===== config.mk =====
export PLATFORM = sky130hd
export DESIGN_NAME = sslc_top
export DESIGN_NICKNAME = d
export VERILOG_FILES = /design/src/logic/sslc_pkg.sv /design/src/logic/sslc_sync.sv /design/src/logic/sslc_top.sv
export VERILOG_INCLUDE_DIRS = /design/src /design/src/logic
export SDC_FILE = /design/constraint.sdc
export NUM_CORES = 1
export LEC_CHECK = 0
export BUFFER_PORTS_ARGS = -buffer_cell sky130_fd_sc_hd__buf_2
export CAP_MARGIN = 20
export CORE_UTILIZATION = 47
export CTS_CLUSTER_SIZE = 25
export DETAILED_ROUTE_END_ITERATION = 16
export HOLD_SLACK_MARGIN = 0.1
export PLACE_DENSITY_LB_ADDON = 0.08
export SETUP_SLACK_MARGIN = 0.3
export SLEW_MARGIN = 20
export SYNTH_ARGS = -nofsm -noshare
export SYNTH_HDL_FRONTEND = slang
export SYNTH_HIERARCHICAL = 1
export SYNTH_SLANG_ARGS = --single-unit

===== constraint.sdc =====
create_clock -name i_clk -period 4.2 [get_ports i_clk]
set_clock_uncertainty 0.15 [all_clocks]
set_input_delay 0.84 -clock i_clk [delete_from_list [all_inputs] [get_ports i_clk]]
set_output_delay 0.84 -clock i_clk [all_outputs]
set_load 0.01 [all_outputs]

===== src/logic/sslc_map.svh =====
`ifndef SSLC_MAP_SVH
`define SSLC_MAP_SVH

// Word layout
`define SSLC_WORD_W        24
`define SSLC_SEL_LSB       0
`define SSLC_SEL_W         2
// Latch select codes
`define SSLC_SEL_REF       2'h0
`define SSLC_SEL_AB        2'h1
`define SSLC_SEL_FUNC      2'h2
`define SSLC_SEL_INIT      2'h3
// Function latch field positions
`define SSLC_CRST_BIT      2
`define SSLC_PD1_BIT       3
`define SSLC_PD2_BIT       21
// Reset values
`define SSLC_LATCH_RST     24'h000000
// Timing: internal reset pulse length in clock cycles
`define SSLC_PULSE_CYC     4'h2
// Host link limits, informative
`define SSLC_SCLK_MAX_MHZ  20

`endif


===== src/logic/sslc_pkg.sv =====
package sslc_pkg;
  `include "sslc_map.svh"

  typedef logic [`SSLC_WORD_W-1:0] sslc_word_t;

  // Serial pins as one group
  typedef struct packed {
    logic sclk;
    logic data;
    logic strobe;
  } sslc_pins_t;

  // Latch load event
  typedef struct packed {
    logic       valid;
    sslc_word_t word;
  } sslc_load_t;

  typedef enum logic [2:0] {
    SSLC_ST_IDLE  = 3'h1,
    SSLC_ST_SHIFT = 3'h2,
    SSLC_ST_LOAD  = 3'h4
  } sslc_state_t;
endpackage : sslc_pkg


===== src/logic/sslc_sync.sv =====
`timescale 1ns/1ps
// Two-flop synchroniser for the serial pins
module sslc_sync (
  input  wire logic            i_clk,
  input  wire logic            i_reset,
  input  wire logic            i_ce,
  input  wire sslc_pkg::sslc_pins_t i_pins,
  output sslc_pkg::sslc_pins_t o_pins
);
  import sslc_pkg::*;

  sslc_pins_t meta_r;
  sslc_pins_t sync_r;

  // First stage read only by second stage
  always_ff @(posedge i_clk or posedge i_reset) begin
    if (i_reset) begin
      meta_r <= '0;
      sync_r <= '0;
    end else if (i_ce) begin
      meta_r <= i_pins;
      sync_r <= meta_r;
    end
  end

  assign o_pins = sync_r;
endmodule : sslc_sync


===== src/logic/sslc_top.sv =====
`timescale 1ns/1ps
`include "sslc_map.svh"
// Operation
// - shift one bit per serial clock rise
// - strobe rise copies word to latch
// - low bits 00/01/10 select latches
// - function bit sets/clears counter reset
// - counter reset holds counters, tristates pump
// - code 11 loads function, pulses reset
// - shifting works in every power-down
module sslc_top #(
  parameter int WORD_W    = `SSLC_WORD_W,
  parameter int PULSE_CYC = `SSLC_PULSE_CYC
) (
  input  wire logic               i_clk,
  input  wire logic               i_reset,
  input  wire logic               i_ce,
  input  wire logic               i_sclk,
  input  wire logic               i_data,
  input  wire logic               i_transfer_strobe,
  output sslc_pkg::sslc_word_t    o_ref_latch,
  output sslc_pkg::sslc_word_t    o_ab_latch,
  output sslc_pkg::sslc_word_t    o_func_latch,
  output logic                    o_counter_hold,
  output logic                    o_cp_tristate,
  output logic                    o_sync_pd_arm,
  output logic                    o_load_pulse,
  output logic [1:0]              o_last_sel
);
  import sslc_pkg::*;

  // Refuse sizes the fixed word type and 4-bit pulse counter cannot serve
  if (WORD_W != $bits(sslc_word_t)) begin : g_bad_word
    $error("word width must match the package word type");
  end : g_bad_word
  if (PULSE_CYC < 1 || PULSE_CYC > 15) begin : g_bad_pulse
    $error("reset pulse length must be 1 to 15 cycles");
  end : g_bad_pulse

  // Pin samples, shift register and latch storage
  sslc_pins_t  pins_in;
  sslc_pins_t  pins_s;
  sslc_pins_t  prev_r;
  sslc_word_t  shift_r;
  sslc_word_t  latch_r [3];
  logic [2:0]  ld_vec;
  sslc_word_t  func_cur;
  // Counter reset, pulse and output flops
  logic        crst_r;
  logic        first_ab_r;
  logic [3:0]  pulse_r;
  logic [3:0]  pulse_nxt;
  logic        hold_r;
  logic        tri_r;
  logic        pd_arm_r;
  logic        load_r;
  logic [1:0]  sel_r;
  sslc_state_t state_r;
  sslc_state_t state_nxt;

  assign pins_in.sclk   = i_sclk;
  assign pins_in.data   = i_data;
  assign pins_in.strobe = i_transfer_strobe;

  sslc_sync u_sync (
    .i_clk   (i_clk),
    .i_reset (i_reset),
    .i_ce    (i_ce),
    .i_pins  (pins_in),
    .o_pins  (pins_s)
  );

  // Edge detection and latch decode
  wire         sclk_rise  = pins_s.sclk & ~prev_r.sclk;
  wire         strb_rise  = pins_s.strobe & ~prev_r.strobe;
  wire [1:0]   sel        = shift_r[`SSLC_SEL_LSB +: `SSLC_SEL_W];
  wire         ld_ref     = strb_rise && (sel == `SSLC_SEL_REF);
  wire         ld_ab      = strb_rise && (sel == `SSLC_SEL_AB);
  wire         ld_func    = strb_rise && (sel == `SSLC_SEL_FUNC);
  wire         ld_init    = strb_rise && (sel == `SSLC_SEL_INIT);
  wire         ld_fn_any  = ld_func | ld_init;
  wire         new_crst   = shift_r[`SSLC_CRST_BIT];
  wire         crst_now   = ld_fn_any ? new_crst : crst_r;
  wire         ab_pulse   = ld_ab & first_ab_r;
  wire         pulse_go   = ld_init | ab_pulse;
  wire         pulse_on   = (pulse_nxt != 4'h0);
  wire         func_pd1   = func_cur[`SSLC_PD1_BIT];
  wire         func_pd2   = func_cur[`SSLC_PD2_BIT];

  // Function contents as they stand after this cycle's load
  assign func_cur = ld_fn_any ? shift_r : latch_r[2];
  // Per-latch load strobes, index 0 reference, 1 AB, 2 function
  assign ld_vec   = {ld_fn_any, ld_ab, ld_ref};

  // Internal reset pulse counter
  always_comb begin
    if (pulse_go)
      pulse_nxt = 4'(PULSE_CYC);
    else if (pulse_r != 4'h0)
      pulse_nxt = pulse_r - 4'h1;
    else
      pulse_nxt = 4'h0;
  end

  // Transfer phase; LOAD marks the cycle a latch takes the word
  // A strobe with no new bits still loads the word that stands
  always_comb begin
    state_nxt = state_r;
    case (state_r)
      SSLC_ST_IDLE: begin
        if (strb_rise)
          state_nxt = SSLC_ST_LOAD;
        else if (sclk_rise)
          state_nxt = SSLC_ST_SHIFT;
      end
      SSLC_ST_SHIFT: begin
        if (strb_rise)
          state_nxt = SSLC_ST_LOAD;
      end
      SSLC_ST_LOAD: begin
        if (sclk_rise)
          state_nxt = SSLC_ST_SHIFT;
        else
          state_nxt = SSLC_ST_IDLE;
      end
      default:       state_nxt = SSLC_ST_IDLE;
    endcase
  end

  // Pin history and shift register, active in any power-down
  always_ff @(posedge i_clk or posedge i_reset) begin
    if (i_reset) begin
      prev_r  <= '0;
      shift_r <= `SSLC_LATCH_RST;
      state_r <= SSLC_ST_IDLE;
    end else if (i_ce) begin
      prev_r  <= pins_s;
      state_r <= state_nxt;
      if (sclk_rise)
        shift_r <= {shift_r[WORD_W-2:0], pins_s.data};
    end
  end

  // Latch transfers, one flop bank per latch; codes 10 and 11 share the function bank
  for (genvar g = 0; g < 3; g++) begin : g_latch
    always_ff @(posedge i_clk or posedge i_reset) begin
      if (i_reset) begin
        latch_r[g] <= `SSLC_LATCH_RST;
      end else if (i_ce && ld_vec[g]) begin
        latch_r[g] <= shift_r;
      end
    end
  end : g_latch

  // Counter reset level and internal pulse count
  always_ff @(posedge i_clk or posedge i_reset) begin
    if (i_reset) begin
      crst_r  <= 1'b0;
      pulse_r <= 4'h0;
    end else if (i_ce) begin
      crst_r  <= crst_now;
      pulse_r <= pulse_nxt;
    end
  end

  // Only the first AB load after an init load repeats the pulse
  always_ff @(posedge i_clk or posedge i_reset) begin
    if (i_reset) begin
      first_ab_r <= 1'b0;
    end else if (i_ce) begin
      if (ld_init)
        first_ab_r <= 1'b1;
      else if (ld_ab)
        first_ab_r <= 1'b0;
    end
  end

  // Counter hold and pump three-state follow reset level or pulse
  always_ff @(posedge i_clk or posedge i_reset) begin
    if (i_reset) begin
      hold_r <= 1'b0;
      tri_r  <= 1'b0;
    end else if (i_ce) begin
      hold_r <= crst_now | pulse_on;
      tri_r  <= crst_now | pulse_on;
    end
  end

  // Counter reset alone never arms synchronous power-down
  always_ff @(posedge i_clk or posedge i_reset) begin
    if (i_reset) begin
      pd_arm_r <= 1'b0;
    end else if (i_ce) begin
      pd_arm_r <= pulse_on & func_pd1 & ~func_pd2 & ~crst_now;
    end
  end

  // Load pulse and select code of the last transfer
  always_ff @(posedge i_clk or posedge i_reset) begin
    if (i_reset) begin
      load_r <= 1'b0;
      sel_r  <= 2'h0;
    end else if (i_ce) begin
      load_r <= (state_nxt == SSLC_ST_LOAD);
      if (strb_rise)
        sel_r <= sel;
    end
  end

  assign o_ref_latch    = latch_r[0];
  assign o_ab_latch     = latch_r[1];
  assign o_func_latch   = latch_r[2];
  assign o_counter_hold = hold_r;
  assign o_cp_tristate  = tri_r;
  assign o_sync_pd_arm  = pd_arm_r;
  assign o_load_pulse   = load_r;
  assign o_last_sel     = sel_r;
endmodule : sslc_top


### Yosys cells after proc, flatten, opt, wreduce, memory -nomap -nowiden

Index checks and enable logic that the tools add are counted.

| storage, ports and cells | value |
|---|---|
| logic and storage cells | 66 |
| output and inout bits | 78 |
| flip-flop bits (word level) | 118 |
| input port bits | 6 |

| cells by class | value |
|---|---|
| add/sub/neg operators | 1 |
| reductions and logical operators | 14 |
| eq/ne operators | 7 |
| muxes and demuxes | 11 |
| bitwise operators | 13 |

Operators by type and width:

| cell | number |
|---|---|
| $mux 22 | 1 |
| $mux 3 | 3 |
| $pmux 3 s3 | 1 |
| $mux 4 | 2 |
| $reduce_bool 4->1 | 2 |
| $logic_and 1x1->1 | 7 |
| $and 1x1->1 | 6 |
| $eq 3x3->1 const B | 2 |
| $reduce_and 2->1 | 3 |
| $eq 2x2->1 const B | 2 |
| $not 1->1 | 4 |
| $sub 4x1->4 const B | 1 |
| $eq 3x1->1 const B | 1 |
| $eq 3x2->1 const B | 1 |
| $mux 1 | 3 |
| $or 1x1->1 | 3 |
| $eq 2x1->1 const B | 1 |
| $logic_not 2->1 | 1 |
| $mux 2 | 1 |
| $reduce_bool 2->1 | 1 |

### Logic depth before layout (Yosys ltp)

| logic depth | value |
|---|---|
| depth in word-level cells | 10 |
| gate-level depth with buffers | 7 |
| depth with buffers taken out | 4 |

### By module

Netlist, hierarchy kept.

By module, submodules not included:

| module | area each (µm²) | times used | cells an instance |
|---|---|---|---|
| sslc_top | 4425.5 | 1 | 336 |
| sslc_sync | 255.2 | 1 | 14 |

### Least setup slack after synthesis

No wires, ideal clock.

| timing | value |
|---|---|
| path kind | input -> register |
| start | input i_ce |
| end | register latch_r (netlist bit o_ref_latch[10]) |
| data arrival time | 1899 ps |
| path slack | 2025 ps |
| stages on the path | 6 |
| cells stage by stage | buf_4 -> nand2_4 -> or3_1 -> buf_6 -> buf_12 -> mux2_4 |

| on the way | value |
|---|---|
| longest elaborated chain between the ends | 1 |

RTL lines:

| item | line | RTL |
|---|---|---|
| from (decl) | sslc_top.sv:17 | `input wire logic i_ce,` |
| $logic_and 1x1->1 | sslc_top.sv:149 | `end else if (i_ce && ld_vec[g]) begin` |
| to (signal, indexed assignment) | sslc_top.sv:148 | `` latch_r[g] <= `SSLC_LATCH_RST; `` |
| to (signal, indexed assignment) | sslc_top.sv:150 | `latch_r[g] <= shift_r;` |
| to (decl) | sslc_top.sv:45 | `sslc_word_t latch_r [3];` |

No other way between the ends.
A chain may end at the register's enable or synchronous reset.

### Worst setup path in the final report

| timing | value |
|---|---|
| start | input i_ce |
| end | register latch_r (netlist bit o_ab_latch[8]) |

The elaborated chain is that of the path after synthesis.

==> results_dict.tcl <==
set metrics [dict create \
    max_freq_mhz 417 \
    slew_headroom_pct 35.6 \
    hold_class "primary input to async pin" \
    post-route-period-util_pct 57.1 \
    synth-compound-area-share_pct 2.83 \
    synth_nets 356 \
    finalHoldViolCount 0 \
    async_reset_ff_share_pct 100 \
    required_ps 4440 \
    track_usage_pct 19.2 \
    cp_max_fo 25 \
    antenna_left 0 \
    fp.dieW_microns 102 \
    p_leak_uw 0.00316 \
    worst_pin_slew_ps 967 \
    overflow 0 \
    ios 84 \
    rsz0062_at_grt "no" \
    yosysTopAreaCellShare_pct 62.6 \
    yosysTopAreaCell "dfrtp_1" \
    synth_cell_type_count 36 \
    layout.nets 446 \
    grt_pass1_wl_microns 14700 \
    first_global_vias 2839 \
    yosysMostFrequentCell "dfrtp_1" \
    status "finished, final reports clean" \
    setup_viol 0 \
    insertedDiodeCount 0 \
    cap_violations 0 \
    cts-root-buf "clkbuf_8" \
    cts.path.max_buffers 2 \
    wl_microns 8920 \
    worstPathArrival_ps 2640 \
    dr.pass1.iters 4 \
    yosys.area_share.simple_pct 10.2 \
    numCtsBuffers 17 \
    drive_gt1_share_pct 44.3 \
    gp_congestion 0.750 \
    cts_resized 0 \
    finalMaxSlewViolations 0 \
    synth-edff-count 0 \
    worstSetupPathType "primary input to flip-flop" \
    die-area_sq_um 10400 \
    drtIter0Drc 85 \
    area_growth_pct 22.7 \
    holdBufCountCts 0 \
    viasPerCell 4.90 \
    grt_max_degree 58 \
    cts_setup_buffers 0 \
    num-fill-cells 834 \
    powerDensity_nw_per_um2 590 \
    ys_ff_latch 118 \
    dp_hpwl_microns 5710 \
    avgRoutedWirePerCell_microns 15.3 \
    netlist_instances 350 \
    synth_mux_area_share_pct 20.4 \
    drcViolationCount 0 \
    yosys-top-cells-area "dfrtp_1, mux2_2, mux2_4" \
    fin_util_pct 59.0 \
    die_h_microns 102 \
    netlist_top_cells_count "dfrtp_1, nand2_1, mux2_2" \
    syn_area_per_cell_sq_um 13.4 \
    clock-sinks 118 \
    final.setup.tns_ps 0 \
    start_util_pct 48.1 \
    period_needed_ps 2400 \
    yosys_warnings 6 \
    endpoint_kind "flip-flop" \
    irDropWorstVdd_v 0.000300 \
    syn-cell-area_sq_um 4680 \
    vias 2861 \
    clk_latency_ps 510 \
    synth_seq_area_share_pct 63.1 \
    portBuffers 83 \
    synth_top_family_by_area "multiplexers" \
    cts_tree "built" \
    start_kind "primary input" \
    cts_htree_levels 4 \
    rows 36 \
    ys.flop_type "dfrtp_1" \
    yosys.area_share.adder_pct 0 \
    clkTransAtPathRegs_ps 60 \
    antenna_found_initial 0 \
    core_sq_um 9730 \
    synthXorXnorAreaFrac_pct 0.187 \
]
[metrics by stage]
stage / area, sq um / worst slack [ps] / hold WS [ps] / power (uW) / std cells
6_report: 5740 / 1800 / 117 / 3390 / 584
5_1_grt: 5740 / 1690 / 110 / 3560 / 584
4_1_cts: 5740 / 1790 / 106 / 3430 / 584
3_5_place_dp: 5200 / 1260 / 302 / 2090 / 554
3_3_place_gp: 5200 / 1360 / 294 / 2080 / 554
2_1_floorplan: 4680 / 1850 / 296 / 1890 / 350
[cell usage in the layout (no fill, tap or decap), types with 4 or more instances in the layout]
cell,instances
o21ai_0,5
nand2_1,79
clkbuf_8,5
inv_1,6
buf_2,83
nor2b_1,4
clkinvlp_4,5
clkbuf_16,16
mux2_2,52
buf_4,5
mux2_4,24
dfrtp_1,117
nand3_1,4
nor2_1,6
[registers in the layout (all words and copies together), names as in the netlist]
name / cells
shift_r: 24
o_func_latch: 24
prev_r: 2
o_cp_tristate: 1
o_ref_latch: 24
u_sync/meta_r: 3
state_r: 3
o_load_pulse: 1
first_ab_r: 1
pulse_r: 4
u_sync/o_pins: 3
crst_r: 1
o_ab_latch: 24
o_sync_pd_arm: 1
o_last_sel: 2
[layout make-up]
class | count | area, sq um | share of cell area, %
Sequential cell | 118 | 2950 | 51.4
Timing Repair Buffer | 89 | 473 | 8.23
Multi-Input combinational cell | 207 | 1570 | 27.4
Inverter | 7 | 30.0 | 0.523
Clock inverter | 8 | 75.1 | 1.31
Tap cell | 133 | 166 | 2.90
Clock buffer | 22 | 473 | 8.23
[routing by layer]
layer	GRT usage, %	wire length, microns
met1	26.5	4340
met2	28.2	4080
met3	5.24	372
met4	9.36	131
met5	0	0
[report_power, final]
part	internal (uW)	switching (uW)	leakage [uW]	total (uW)
logic	283	282	0.00132	565
registers	1340	165	0.00158	1500
clock network	836	485	0.000261	1320
total	2460	932	0.00316	3390
[critical path, cell delays in order]
cell and delay (ps):
buf_2 430, nand3_1 240, nor2_2 400, buf_4 350, mux2_2 370
[kinds of logic after synthesis]
kind of cell              after synthesis
buffers and inverters                  25
DFF                                   118
muxes                                  77
xor gates and xnor gates                1
and+or+nand+nor                       109
AOI/OAI and AO/OA                      20
[final timing paths]
| check | start | end | slack, ps | depth (start not counted) |
|---|---|---|---|---|
| setup / recovery | i_ce | o_ab_latch[8] | 1800 | 5 |
| hold / removal | i_reset | u_sync/o_pins[2] | 120 | 2 |
| setup reg to reg | u_sync/o_pins[0] | o_ab_latch[8] | 1920 | 5 |
| hold reg to reg | o_ab_latch[0] | o_ab_latch[0] | 310 | 1 |
| max in group asynchronous | i_reset | o_ref_latch[11] | 2870 | 3 |
| min in group i_clk | o_ab_latch[0] | o_ab_latch[0] | 310 | 1 |
Note: power is estimated with default switching activity, not from simulation.
